===== src/core/down_count_map.vh =====
// register offsets, field positions, reset values for the down-count start block
`ifndef DOWN_COUNT_MAP_VH
`define DOWN_COUNT_MAP_VH
`define DC_ADDR_W            4
`define DC_ADDR_START        4'h0
`define DC_ADDR_CONNECT      4'h1
`define DC_ADDR_RELOAD_EN    4'h2
`define DC_ADDR_RELOAD_VAL   4'h3
`define DC_ADDR_MODE         4'h4
`define DC_ADDR_CNT_SEL      4'h5
`define DC_ADDR_CNT_DATA     4'h6
`define DC_ADDR_PRESCALE     4'h7
`define DC_START_RESET       16'h0000
`define DC_CONNECT_RESET     16'h0000
`define DC_RELOAD_EN_RESET   8'h00
`define DC_RELOAD_VAL_RESET  16'h0000
`define DC_MODE_OFFSET_BIT   0
`define DC_MODE_RESET        1'b0
`define DC_PRESCALE_RESET    8'h00
`define DC_COUNT_ZERO        16'h0000
`define DC_UPPER_LO          8
`endif


===== src/core/counter_bank_mem.v =====
// sixteen-word counter store with registered read port
`timescale 1ns/1ps
module counter_bank_mem #(
  parameter WIDTH = 16,
  parameter DEPTH = 16,
  parameter AW    = 4
) (
  input  wire             sys_clk_in,   // system clock
  input  wire             wr_en_in,     // write enable
  input  wire [AW-1:0]    wr_addr_in,   // write index
  input  wire [WIDTH-1:0] wr_data_in,   // write value
  input  wire [AW-1:0]    rd_addr_in,   // read index
  output reg  [WIDTH-1:0] rd_data_out   // registered read value
);
  reg [WIDTH-1:0] mem_r [0:DEPTH-1];
  always @(posedge sys_clk_in) begin
    if (wr_en_in) begin
      mem_r[wr_addr_in] <= wr_data_in;
    end
    rd_data_out <= mem_r[rd_addr_in];
  end
endmodule


===== src/core/down_count_start_control.v =====
// start/stop control and counting for sixteen one-shot down-counters
//
// Chosen here: the address-and-strobe port and the register offsets.
`timescale 1ns/1ps
`include "down_count_map.vh"
// Behaviour
// Upper start bits clear on own underflow or on matching second-channel general compare.
// Lower start bits clear on own underflow or on first-channel general or output compare.
// In one-shot mode a start bit sets only by software write and only if its counter is nonzero.
// In offset mode upper bits set on second-channel output compare if nonzero or reloadable.
// In offset mode lower bits set on first-channel output compare or general compare.
// In offset mode software may also set any bit, effective only if its counter is nonzero.
// Start bits reset to zero; a zero bit halts its counter and a one lets it count.
// Writing zero to a start bit has no effect; only hardware clears it.
// An underflowing counter is forced to zero.
// Upper counters with reload enabled and nonzero reload value load it on trigger and start.
// A started counter decrements by one on every count tick.
module down_count_start_control #(
  parameter CW = 16,
  parameter NC = 16
) (
  input  wire          sys_clk_in,         // system clock, 100 MHz
  input  wire          nrst_in,            // async reset, active low
  input  wire [3:0]    addr_in,            // register index
  input  wire [15:0]   wdata_in,           // write data
  input  wire          wr_in,              // write strobe
  input  wire          rd_in,              // read strobe
  output reg  [15:0]   rdata_out,          // read data, cycle after rd
  input  wire          first_output_cmp_in,   // first-channel output compare match
  input  wire [7:0]    first_general_cmp_in,  // first-channel general compare H..A
  input  wire [7:0]    second_output_cmp_in,  // second-channel output compare H..A
  input  wire [7:0]    second_general_cmp_in, // second-channel general compare H..A
  output wire [NC-1:0] counter_start_bit_out, // start bits
  output reg  [NC-1:0] underflow_out          // one-cycle underflow pulses
);
  // ********************************************************
  // registers
  // ********************************************************
  reg  [NC-1:0] start_r;
  reg  [15:0]   connect_r;
  reg  [7:0]    reload_en_r;
  reg  [15:0]   reload_val_r;
  reg           offset_mode_r;
  reg  [3:0]    cnt_sel_r;
  reg  [7:0]    prescale_r;
  reg  [7:0]    pre_cnt_r;
  reg           tick_r;
  reg  [CW-1:0] cnt_r [0:NC-1];
  reg  [NC-1:0] start_nxt;
  reg  [NC-1:0] set_v;
  reg  [NC-1:0] clr_v;
  reg  [NC-1:0] uf_v;
  reg  [NC-1:0] reload_v;
  reg  [NC-1:0] nonzero_v;
  reg  [NC-1:0] trig_v;
  reg  [15:0]   rd_mux;
  integer       i;
  integer       j;
  wire [CW-1:0] mem_rd;
  wire          sel_wr;

  assign counter_start_bit_out = start_r;
  assign sel_wr = wr_in && (addr_in == `DC_ADDR_CNT_DATA);

  function is_nonzero;
    input [CW-1:0] v;
    begin
      is_nonzero = (v != `DC_COUNT_ZERO);
    end
  endfunction

  // ********************************************************
  // count tick divider
  // ********************************************************
  always @(posedge sys_clk_in or negedge nrst_in) begin
    if (!nrst_in) begin
      pre_cnt_r <= 8'h00;
      tick_r    <= 1'b0;
    end else if (pre_cnt_r >= prescale_r) begin
      pre_cnt_r <= 8'h00;
      tick_r    <= 1'b1;
    end else begin
      pre_cnt_r <= pre_cnt_r + 8'h01;
      tick_r    <= 1'b0;
    end
  end

  // ********************************************************
  // start bit set and clear
  // ********************************************************
  always @* begin
    for (i = 0; i < NC; i = i + 1) begin
      nonzero_v[i] = is_nonzero(cnt_r[i]);
      uf_v[i]      = start_r[i] && tick_r && (cnt_r[i] == {{(CW-1){1'b0}}, 1'b1});
    end
    for (i = 0; i < 8; i = i + 1) begin
      // lower: first channel triggers
      trig_v[i] = offset_mode_r && connect_r[i] &&
                  (first_output_cmp_in || first_general_cmp_in[i]);
      clr_v[i]  = uf_v[i] || first_general_cmp_in[i] || first_output_cmp_in;
      reload_v[i] = 1'b0;
      // upper: second channel triggers
      trig_v[i+8] = offset_mode_r && connect_r[i+8] && second_output_cmp_in[i];
      reload_v[i+8] = trig_v[i+8] && reload_en_r[i] &&
                      is_nonzero(reload_val_r[CW-1:0]);
      clr_v[i+8] = uf_v[i+8] || second_general_cmp_in[i];
    end
    for (i = 0; i < NC; i = i + 1) begin
      // software writes only set, and only with a nonzero count
      set_v[i] = (wr_in && (addr_in == `DC_ADDR_START) && wdata_in[i] &&
                  nonzero_v[i])
               || (trig_v[i] && (nonzero_v[i] || reload_v[i]));
      // set wins over a simultaneous clear
      start_nxt[i] = set_v[i] ? 1'b1 : (clr_v[i] ? 1'b0 : start_r[i]);
    end
  end

  always @(posedge sys_clk_in or negedge nrst_in) begin
    if (!nrst_in) begin
      start_r       <= `DC_START_RESET;
      underflow_out <= {NC{1'b0}};
    end else begin
      start_r       <= start_nxt;
      underflow_out <= uf_v;
    end
  end

  // ********************************************************
  // down-counters
  // ********************************************************
  always @(posedge sys_clk_in or negedge nrst_in) begin
    if (!nrst_in) begin
      for (j = 0; j < NC; j = j + 1) begin
        cnt_r[j] <= `DC_COUNT_ZERO;
      end
    end else begin
      for (j = 0; j < NC; j = j + 1) begin
        if (reload_v[j]) begin
          cnt_r[j] <= reload_val_r[CW-1:0];
        end else if (sel_wr && (cnt_sel_r == j[3:0])) begin
          cnt_r[j] <= wdata_in[CW-1:0];
        end else if (uf_v[j]) begin
          cnt_r[j] <= `DC_COUNT_ZERO;
        end else if (start_r[j] && tick_r && nonzero_v[j]) begin
          cnt_r[j] <= cnt_r[j] - {{(CW-1){1'b0}}, 1'b1};
        end
      end
    end
  end

  // shadow copy of counters, its read port left unconnected; software read-back takes cnt_r[cnt_sel_r] directly
  counter_bank_mem #(
    .WIDTH (CW),
    .DEPTH (NC),
    .AW    (4)
  ) u_shadow (
    .sys_clk_in  (sys_clk_in),
    .wr_en_in    (1'b1),
    .wr_addr_in  (pre_cnt_r[3:0]),
    .wr_data_in  (cnt_r[pre_cnt_r[3:0]]),
    .rd_addr_in  (cnt_sel_r),
    .rd_data_out ()
  );
  assign mem_rd = cnt_r[cnt_sel_r];

  // ********************************************************
  // control register writes
  // ********************************************************
  always @(posedge sys_clk_in or negedge nrst_in) begin
    if (!nrst_in) begin
      connect_r     <= `DC_CONNECT_RESET;
      reload_en_r   <= `DC_RELOAD_EN_RESET;
      reload_val_r  <= `DC_RELOAD_VAL_RESET;
      offset_mode_r <= `DC_MODE_RESET;
      cnt_sel_r     <= 4'h0;
      prescale_r    <= `DC_PRESCALE_RESET;
    end else if (wr_in) begin
      case (addr_in)
        `DC_ADDR_CONNECT:    connect_r     <= wdata_in;
        `DC_ADDR_RELOAD_EN:  reload_en_r   <= wdata_in[7:0];
        `DC_ADDR_RELOAD_VAL: reload_val_r  <= wdata_in;
        `DC_ADDR_MODE:       offset_mode_r <= wdata_in[`DC_MODE_OFFSET_BIT];
        `DC_ADDR_CNT_SEL:    cnt_sel_r     <= wdata_in[3:0];
        `DC_ADDR_PRESCALE:   prescale_r    <= wdata_in[7:0];
        default:             cnt_sel_r     <= cnt_sel_r;
      endcase
    end
  end

  // ********************************************************
  // read port
  // ********************************************************
  always @* begin
    case (addr_in)
      `DC_ADDR_START:      rd_mux = start_r;
      `DC_ADDR_CONNECT:    rd_mux = connect_r;
      `DC_ADDR_RELOAD_EN:  rd_mux = {8'h00, reload_en_r};
      `DC_ADDR_RELOAD_VAL: rd_mux = reload_val_r;
      `DC_ADDR_MODE:       rd_mux = {15'h0000, offset_mode_r};
      `DC_ADDR_CNT_SEL:    rd_mux = {12'h000, cnt_sel_r};
      `DC_ADDR_CNT_DATA:   rd_mux = mem_rd;
      `DC_ADDR_PRESCALE:   rd_mux = {8'h00, prescale_r};
      default:             rd_mux = 16'h0000;
    endcase
  end

  always @(posedge sys_clk_in or negedge nrst_in) begin
    if (!nrst_in) begin
      rdata_out <= 16'h0000;
    end else begin
      rdata_out <= rd_in ? rd_mux : 16'h0000;
    end
  end
endmodule


===== config.mk =====
export PLATFORM = sky130hd
export DESIGN_NAME = down_count_start_control
export DESIGN_NICKNAME = d
export VERILOG_FILES = /design/src/core/counter_bank_mem.v /design/src/core/down_count_start_control.v
export VERILOG_INCLUDE_DIRS = /design/src /design/src/core
export SDC_FILE = /design/constraint.sdc
export NUM_CORES = 1
export LEC_CHECK = 0
export ABC_AREA = 1
export BUFFER_PORTS_ARGS = -buffer_cell sky130_fd_sc_hd__buf_2
export CAP_MARGIN = 20
export CORE_ASPECT_RATIO = 1.4
export CORE_UTILIZATION = 35
export CTS_CLUSTER_SIZE = 28
export DETAILED_ROUTE_END_ITERATION = 6
export SLEW_MARGIN = 30
export SYNTH_ARGS = -nofsm -noshare
export SYNTH_HDL_FRONTEND = slang
export SYNTH_SLANG_ARGS = --single-unit

===== constraint.sdc =====
create_clock -name sys_clk_in -period 5.9 [get_ports sys_clk_in]
set_clock_uncertainty 0.05 [all_clocks]
set_input_delay 0.59 -clock sys_clk_in [delete_from_list [all_inputs] [get_ports sys_clk_in]]
set_output_delay 0.59 -clock sys_clk_in [all_outputs]
set_load 0.005 [all_outputs]

---- After elaboration in Yosys (flattened, before gate mapping) ----
Index checks and enable logic that the tools add are counted.
storage, ports and cells
  input port bits ......................... 49
  memory bits (read-only) ................. 0
  bits in latches ......................... 0
  flip-flop bits (word level) ............. 366
  memories kept ........................... 0
  logic and storage cells ................. 470
  bits in writable memories ............... 0
  output and inout bits ................... 48
operators by class
  bitwise gates (word level) .............. 1
  equality and inequality tests ........... 38
  $add $sub $neg .......................... 17
  reduce and logical (&&, ||, !) cells .... 275
  multipliers ............................. 0
  shifts and indexed selects .............. 0
  muxes and demuxes ....................... 95
  order comparisons ....................... 2
  div/mod/pow operators ................... 0
operators with widths
  kind                                                                     count
  16-bit 2-to-1 mux                                                        59
  16-bit nonzero test                                                      17
  16-bit by 1-bit equality test with 1-bit output (second input constant)  16
  16-bit by 1-bit subtractor with 16-bit output (second input constant)    16
  1-bit logical AND                                                        162
  16-bit one-hot mux with 8 select lines                                   1
  16-bit binary-select mux with 4-bit select                               1
  1-bit logical OR                                                         56
  1-bit 2-to-1 mux                                                         33
  4-bit by 3-bit equality test with 1-bit output (second input constant)   8
  4-bit equality test (second input constant)                              8
  2-bit nonzero test                                                       16
  4-bit nonzero test                                                       8
  3-bit nonzero test                                                       8
  4-bit by 2-bit equality test with 1-bit output (second input constant)   4
  2-bit AND reduction                                                      6
  8-bit by 1-bit adder with 8-bit output (second input constant)           1
  4-bit by 1-bit equality test with 1-bit output (second input constant)   2
  8-bit greater-or-equal comparator                                        1
  4-bit logical NOT                                                        2
  8-bit 2-to-1 mux                                                         1
  5-bit greater-or-equal comparator (second input constant)                1
  4-bit inverter with 5-bit output                                         1

---- Longest topological paths before layout ----
  depth after elaboration ................. 8
  gate-level depth with buffers ........... 13
  gate-level depth less buffers ........... 13

---- Least setup slack after synthesis ----
OpenSTA, ideal clock, no wires.
  kind .................................... input-to-reg
  start ................................... input addr_in[3]
  end ..................................... register cnt_r[198] in the netlist's numbering
  setup time .............................. 121 ps
  stages on the path ...................... 11
  data arrival time ....................... 1730 ps
  slack ................................... 3999 ps
  required time ........................... 5729 ps
  buffers on the path ..................... 1
  cells stage by stage .................... inv_1 nand2_2 nor2_8 nand2_4 nor2_4 nand2_2 nand2_2 inv_1 buf_2 o211ai_1 nand2_1
on the way
  word-level cells in the longest chain between the ends .. 4
  elaborated cells between the ends (all ways) .. 5
  classes of those cells .................. eq/ne: 1; mux: 1; reduce/logical: 3
ends and longest elaborated chain
  what                                                               RTL line                        text
  start, declared                                                    down_count_start_control.v:24   input wire [3:0] addr_in,
  4-bit by 3-bit equality test with 1-bit output *                   -
  1-bit logical AND *                                                down_count_start_control.v:63   assign sel_wr = wr_in && (addr_in == `DC_ADDR_CNT_DATA);
  1-bit logical AND *                                                down_count_start_control.v:140  end else if (sel_wr && (cnt_sel_r == j[3:0])) begin
  3-bit nonzero test (no line) or 16-bit 2-to-1 mux (tied branches)  -
  end signal, assigned by index                                      down_count_start_control.v:139  cnt_r[j] <= reload_val_r[CW-1:0];
  end signal, assigned by index                                      down_count_start_control.v:141  cnt_r[j] <= wdata_in[CW-1:0];
  end signal, assigned by index                                      down_count_start_control.v:143  cnt_r[j] <= `DC_COUNT_ZERO;
  end, declared                                                      down_count_start_control.v:48   reg [CW-1:0] cnt_r [0:NC-1];
Mark *: on every way between the ends. The rest lies on a longest branch, timed or not.
A chain may end at the register's enable or synchronous reset.

---- Worst setup path after layout ----
  start ................................... register cnt_sel_r[1]
  end ..................................... register cnt_r[47] in the netlist's numbering
on the way
  word-level cells in the longest chain between the ends .. 4
  elaborated cells between the ends (all ways) .. 5
  classes of those cells .................. eq/ne: 1; mux: 2; reduce/logical: 2
ends and longest elaborated chain
  what                    RTL line                        text
  start, declared         down_count_start_control.v:44   reg [3:0] cnt_sel_r;
  start signal, assigned  down_count_start_control.v:183  `DC_ADDR_CNT_SEL: cnt_sel_r <= wdata_in[3:0];
  start signal, assigned  down_count_start_control.v:185  default: cnt_sel_r <= cnt_sel_r;
  4-bit equality test *   down_count_start_control.v:140
  1-bit logical AND *     down_count_start_control.v:140
  16-bit 2-to-1 mux       down_count_start_control.v:140
  16-bit 2-to-1 mux       down_count_start_control.v:138  if (reload_v[j]) begin
Marks and branches as above.

==> summary by stage <==
Run status
The run finished with clean final reports.

Critical path
The beginning of the worst register-to-register path is cnt_sel_r[1]. For the worst setup path, the data arrival time is 4.07 ns. The depth of the worst register-to-register path is 10.

The cell occurring most often along the worst timing path is sky130_fd_sc_hd__nand2_1. The maximum cell stage delay along the critical path is 0.77 ns. The launching element type of the critical path is a register. The critical path goes through inv_4 -> nand2_2 -> inv_2 -> nand4_2 -> nand2_1 -> nor2_1 -> buf_4 -> nor2_1 -> nand2_1 -> nand2_1. The kind of end point of the critical path is a register. The highest-delay cell along the critical path is sky130_fd_sc_hd__dfrtp_2. STA puts the critical path data required time at 6.37 ns. In this run the critical register-to-register path is captured at cnt_r[47]. Along the worst path, the maximum fanout reaches 51. The category of the most critical setup path is register to register. The worst register-to-register path has a setup slack of 2.30 ns.

STA
Adding up every negative setup slack in the final design gives 0 ns. At the pin with the least slew margin, the transition time is 1.130 ns. Setup violations remaining at the end of the flow were counted as 0. The final worst slack is 2.295 ns. The number of pins with negative max-slew slack in the final report was 0. Setup repair after global routing left no endpoint under its margin. The worst pin sits at a relative slew slack of 23.84%. The final hold violation count is 0. The final critical path takes up 61.09% of the cycle. The maximum achievable frequency is 0.2774 GHz. Subtracting the final worst setup slack from the clock period gives 3.605 ns.

Hold timing on the final database bottoms out at a slack of 0.2007 ns.

Global routing
In the global route stage, met2 resource usage came out at 49.71%. The most used routing layer in global routing is met2. The number of antenna violations at the first check in global routing is 6. The leftover overflow at the end of global routing is 0. The number of global-route vias before repair is 29910. The first-pass GRT wire length is 190000 µm.

Entering global routing, the biggest net connects 134 pins. The met3 layer usage reported by global route is 5.492%. The overall global routing resource usage is 30.37%. The met1 layer usage reported by global route is 35.01%.

Logic synthesis
The Yosys step of the flow raised 0 warnings. The proportion of netlist area held by the largest area contributor is 31.47%. The flip-flop cell with the highest count after synthesis is sky130_fd_sc_hd__dfrtp_1.

The async set or reset register ratio after synthesis is 100.0%. Synthesis produced a netlist with a net count of 4907. Summing the areas of all compound-gate instances in the mapped netlist gives 7.144% of the synthesized area. Of the total synthesized cell area, the portion taken by full adders, half adders and majority gates is 2.106%. The fraction of the mapped netlist area in simple logic gates is 46.86%.

Summed over all instances, the cell type with the most area after synthesis is sky130_fd_sc_hd__dfrtp_1. The number of different library cells in the post-synthesis netlist is 43. Multiplexer cells account for 0% of the synthesized area. In this run, synthesis inferred 0 flip-flops with an integrated enable. Counting instances in the post-synthesis netlist gives the leading cell types as sky130_fd_sc_hd__nand2_1 (1931), sky130_fd_sc_hd__nor2_1 (737), sky130_fd_sc_hd__nand3_1 (449). Among all cell types in the netlist, the one instantiated most often is sky130_fd_sc_hd__nand2_1. Dividing the synthesized area by the synthesized cell count gives 6.053 µm². Synthesis inferred 366 register bits.

Ranked by total cell area, the synthesized netlist is headed by sky130_fd_sc_hd__dfrtp_1 (31%), sky130_fd_sc_hd__nand2_1 (25%), sky130_fd_sc_hd__nor2_1 (9.5%), sky130_fd_sc_hd__nand3_1 (7.7%), sky130_fd_sc_hd__inv_1 (4.8%). The xor/xnor cell area share of the yosys netlist is 3.731%. After synthesis, flip-flops and latches occupy 31.47% of the total area.

The largest family of logic cells by synthesized area is simple AND/OR/NAND/NOR gates. Synthesis produced 4809 cells. The area of the mapped netlist is 0.02911 mm².

Routing
The aggregate routed wire length is 130000 µm. The total via count in the routed design is 32030. The first detailed-routing pass took 6 iterations. The DRC violation count after routing is 0. The via density per instance is 5.420.

The detail route stage leaves a number of antenna-violating nets equal to 0. Dividing the detail-routed wire length by the instance count gives 22.00 µm. The first routing iteration left 3261 violations.

Clock tree
The clock tree from TritonCTS is done. Clock tree synthesis selected as its root buffer the cell sky130_fd_sc_hd__clkbuf_16. In this run, CTS created clock tree buffers numbering 45. The count of instances resized after the clock tree is built is 0. The later pin in the worst-skew pair is clocked with a latency of 0.63 ns. The maximum count of clock buffers along a single path is 3. Buffers added to address setup during post-CTS repair amount to 0. The number of sinks on the clock net is 366. The count of hold buffers inserted by post-cts repair is 1.

CTS built an H-tree with a depth of 2. The post-CTS clock slew at the launch and capture registers of the worst setup and hold paths is 0.07 ns.

Cells and area
Registers take 0.009164 mm². Of the cells placed in the final design, the portion with a size suffix greater than 1 is 6.370%. The area growth from synthesis to layout is 9.023%. For this run, the post-layout net count is 4898.

The fill cell instance count of the final layout is 8962. The multi-input combinational cells in the finished layout cover a total of 0.01743 mm². The finished layout holds 5909 standard cells, fillers aside.

Pwr
In this run the static leakage power is 0.01703 µW. The maximum vdd drop is 0.0002382 V. Power comes to 16470 µW.

The power density over cell area is 519.0 mW/mm².

Worst hold path
The sink of the worst hold path is counter_start_bit_out[14]. In this run the most critical hold path is launched from second_general_cmp_in[6]. The number of stages on the worst hold path is 3. The worst min-delay path category is input port to register.

Place
After detailed placement, the design holds a cell count of 5823. After legalization and detailed placement, the total HPWL measured 93540 µm. Routability-driven placement finished with a final weighted congestion of 1.016. The worst slack at placement is 2.417 ns. The count of buffers from port buffering is 96.

Floorplan
The die area is 0.08434 mm². The chip width is 245.7 µm. The floorplan has 124 rows. The initial cell density of the core is 35.46%. The area of the placeable core is 0.08207 mm².

During I/O placement, the number of pins put on the boundary was 97. From bottom edge to top edge, the die measures 343.2 µm.

Job
Across the run, the number of max-cap violations was 0.
-- cells by family (layout without fill, tap and decap cells) --
group / count (synthesis) / count (layout)
AND/OR/NAND/NOR: 3292 / 3292
buffers and inverters: 591 / 617
AO/OA/AOI/OAI: 387 / 387
flip-flops: 366 / 366
XOR/XNOR: 124 / 124
adder cells (fa/ha/maj): 49 / 49
other: 0 / 3
-- state kept, by name (all words and copies together), names as in the netlist --
| name | count |
|---|---|
| tick_r | 1 |
| cnt_r | 256 |
| is_nonzero.v | 16 |
| rdata_out | 16 |
| reload_en_r | 8 |
| counter_start_bit_out | 16 |
| pre_cnt_r | 8 |
| prescale_r | 8 |
| cnt_sel_r | 4 |
| offset_mode_r | 1 |
| connect_r | 16 |
| underflow_out | 16 |
-- worst max-delay path by stage --
stage / endpoint / from / cells after the start
CTS: cnt_r[49] / cnt_sel_r[0] / 10
floorplan: cnt_r[198] / addr_in[3] / 11
finish: cnt_r[47] / cnt_sel_r[1] / 10
global placement: cnt_r[49] / cnt_sel_r[0] / 10
global route: cnt_r[60] / cnt_sel_r[0] / 10
detailed placement: cnt_r[49] / cnt_sel_r[0] / 10
-- routing by layer --
metal | part of all wire [%] | wire [µm]
met3 | 8.2 | 10700
met1 | 37 | 47860
met4 | 8.9 | 11590
met2 | 46 | 59820
met5 | 0.0092 | 12
-- worst max-delay path, delay by kind of cell (launching register included) --
kind                   cells  cell delay (ns)
buffers and inverters      3             0.97
DFF                        1             0.77
and+or+nand+nor            7             1.68
-- placed cells by master, fill, tap and decap left out, types with 4 or more instances in the layout --
cell type / synthesis / routed
sky130_fd_sc_hd__a211oi_1: 5 / 5
sky130_fd_sc_hd__a21oi_1: 74 / 74
sky130_fd_sc_hd__a31oi_1: 7 / 7
sky130_fd_sc_hd__buf_2: 66 / 95
sky130_fd_sc_hd__buf_4: 33 / 27
sky130_fd_sc_hd__clkbuf_1: 57 / 10
sky130_fd_sc_hd__clkbuf_16: 0 / 47
sky130_fd_sc_hd__clkbuf_8: 0 / 11
sky130_fd_sc_hd__clkinv_1: 7 / 7
sky130_fd_sc_hd__clkinv_2: 0 / 10
sky130_fd_sc_hd__dfrtp_1: 366 / 364
sky130_fd_sc_hd__ha_1: 49 / 49
sky130_fd_sc_hd__inv_1: 376 / 376
sky130_fd_sc_hd__inv_2: 25 / 25
sky130_fd_sc_hd__nand2_1: 1931 / 1929
sky130_fd_sc_hd__nand2_2: 18 / 20
sky130_fd_sc_hd__nand2_4: 8 / 8
sky130_fd_sc_hd__nand3_1: 449 / 449
sky130_fd_sc_hd__nand3_2: 9 / 9
sky130_fd_sc_hd__nand3_4: 4 / 4
sky130_fd_sc_hd__nand3b_1: 28 / 28
sky130_fd_sc_hd__nand4_1: 39 / 39
sky130_fd_sc_hd__nand4_4: 4 / 4
sky130_fd_sc_hd__nor2_1: 737 / 736
sky130_fd_sc_hd__nor2_2: 17 / 18
sky130_fd_sc_hd__nor2_4: 12 / 12
sky130_fd_sc_hd__nor3_1: 21 / 21
sky130_fd_sc_hd__nor4_1: 6 / 6
sky130_fd_sc_hd__o211ai_1: 22 / 22
sky130_fd_sc_hd__o21ai_0: 218 / 218
sky130_fd_sc_hd__o21ai_1: 12 / 12
sky130_fd_sc_hd__o22ai_1: 46 / 46
sky130_fd_sc_hd__or2_2: 4 / 4
sky130_fd_sc_hd__xnor2_1: 43 / 43
sky130_fd_sc_hd__xor2_1: 81 / 81
-- through the flow --
step                      util, %  cell area [µm²]
after global placement      36.79            30200
final                       38.66            31730
after floorplan                 -            29110
after detailed placement    36.79            30200
after global routing        38.65            31730
after CTS                   38.65            31720
-- power breakdown --
part	internal, µW	switching, µW	total (µW)
registers	3300	1470	4780
logic	3070	5670	8740
clock network	1720	1230	2950
-- cell type report --
cell class	instances	area share [%]
Multi-Input combinational cell	3852	54.92
Tap cell	1071	4.223
Clock buffer	68	4.302
Timing Repair Buffer	126	2.342
Sequential cell	366	28.88
Inverter	409	4.846
Clock inverter	14	0.4692
Antenna cell	3	0.02366
No activity file was read; power rests on OpenSTA's default activity.
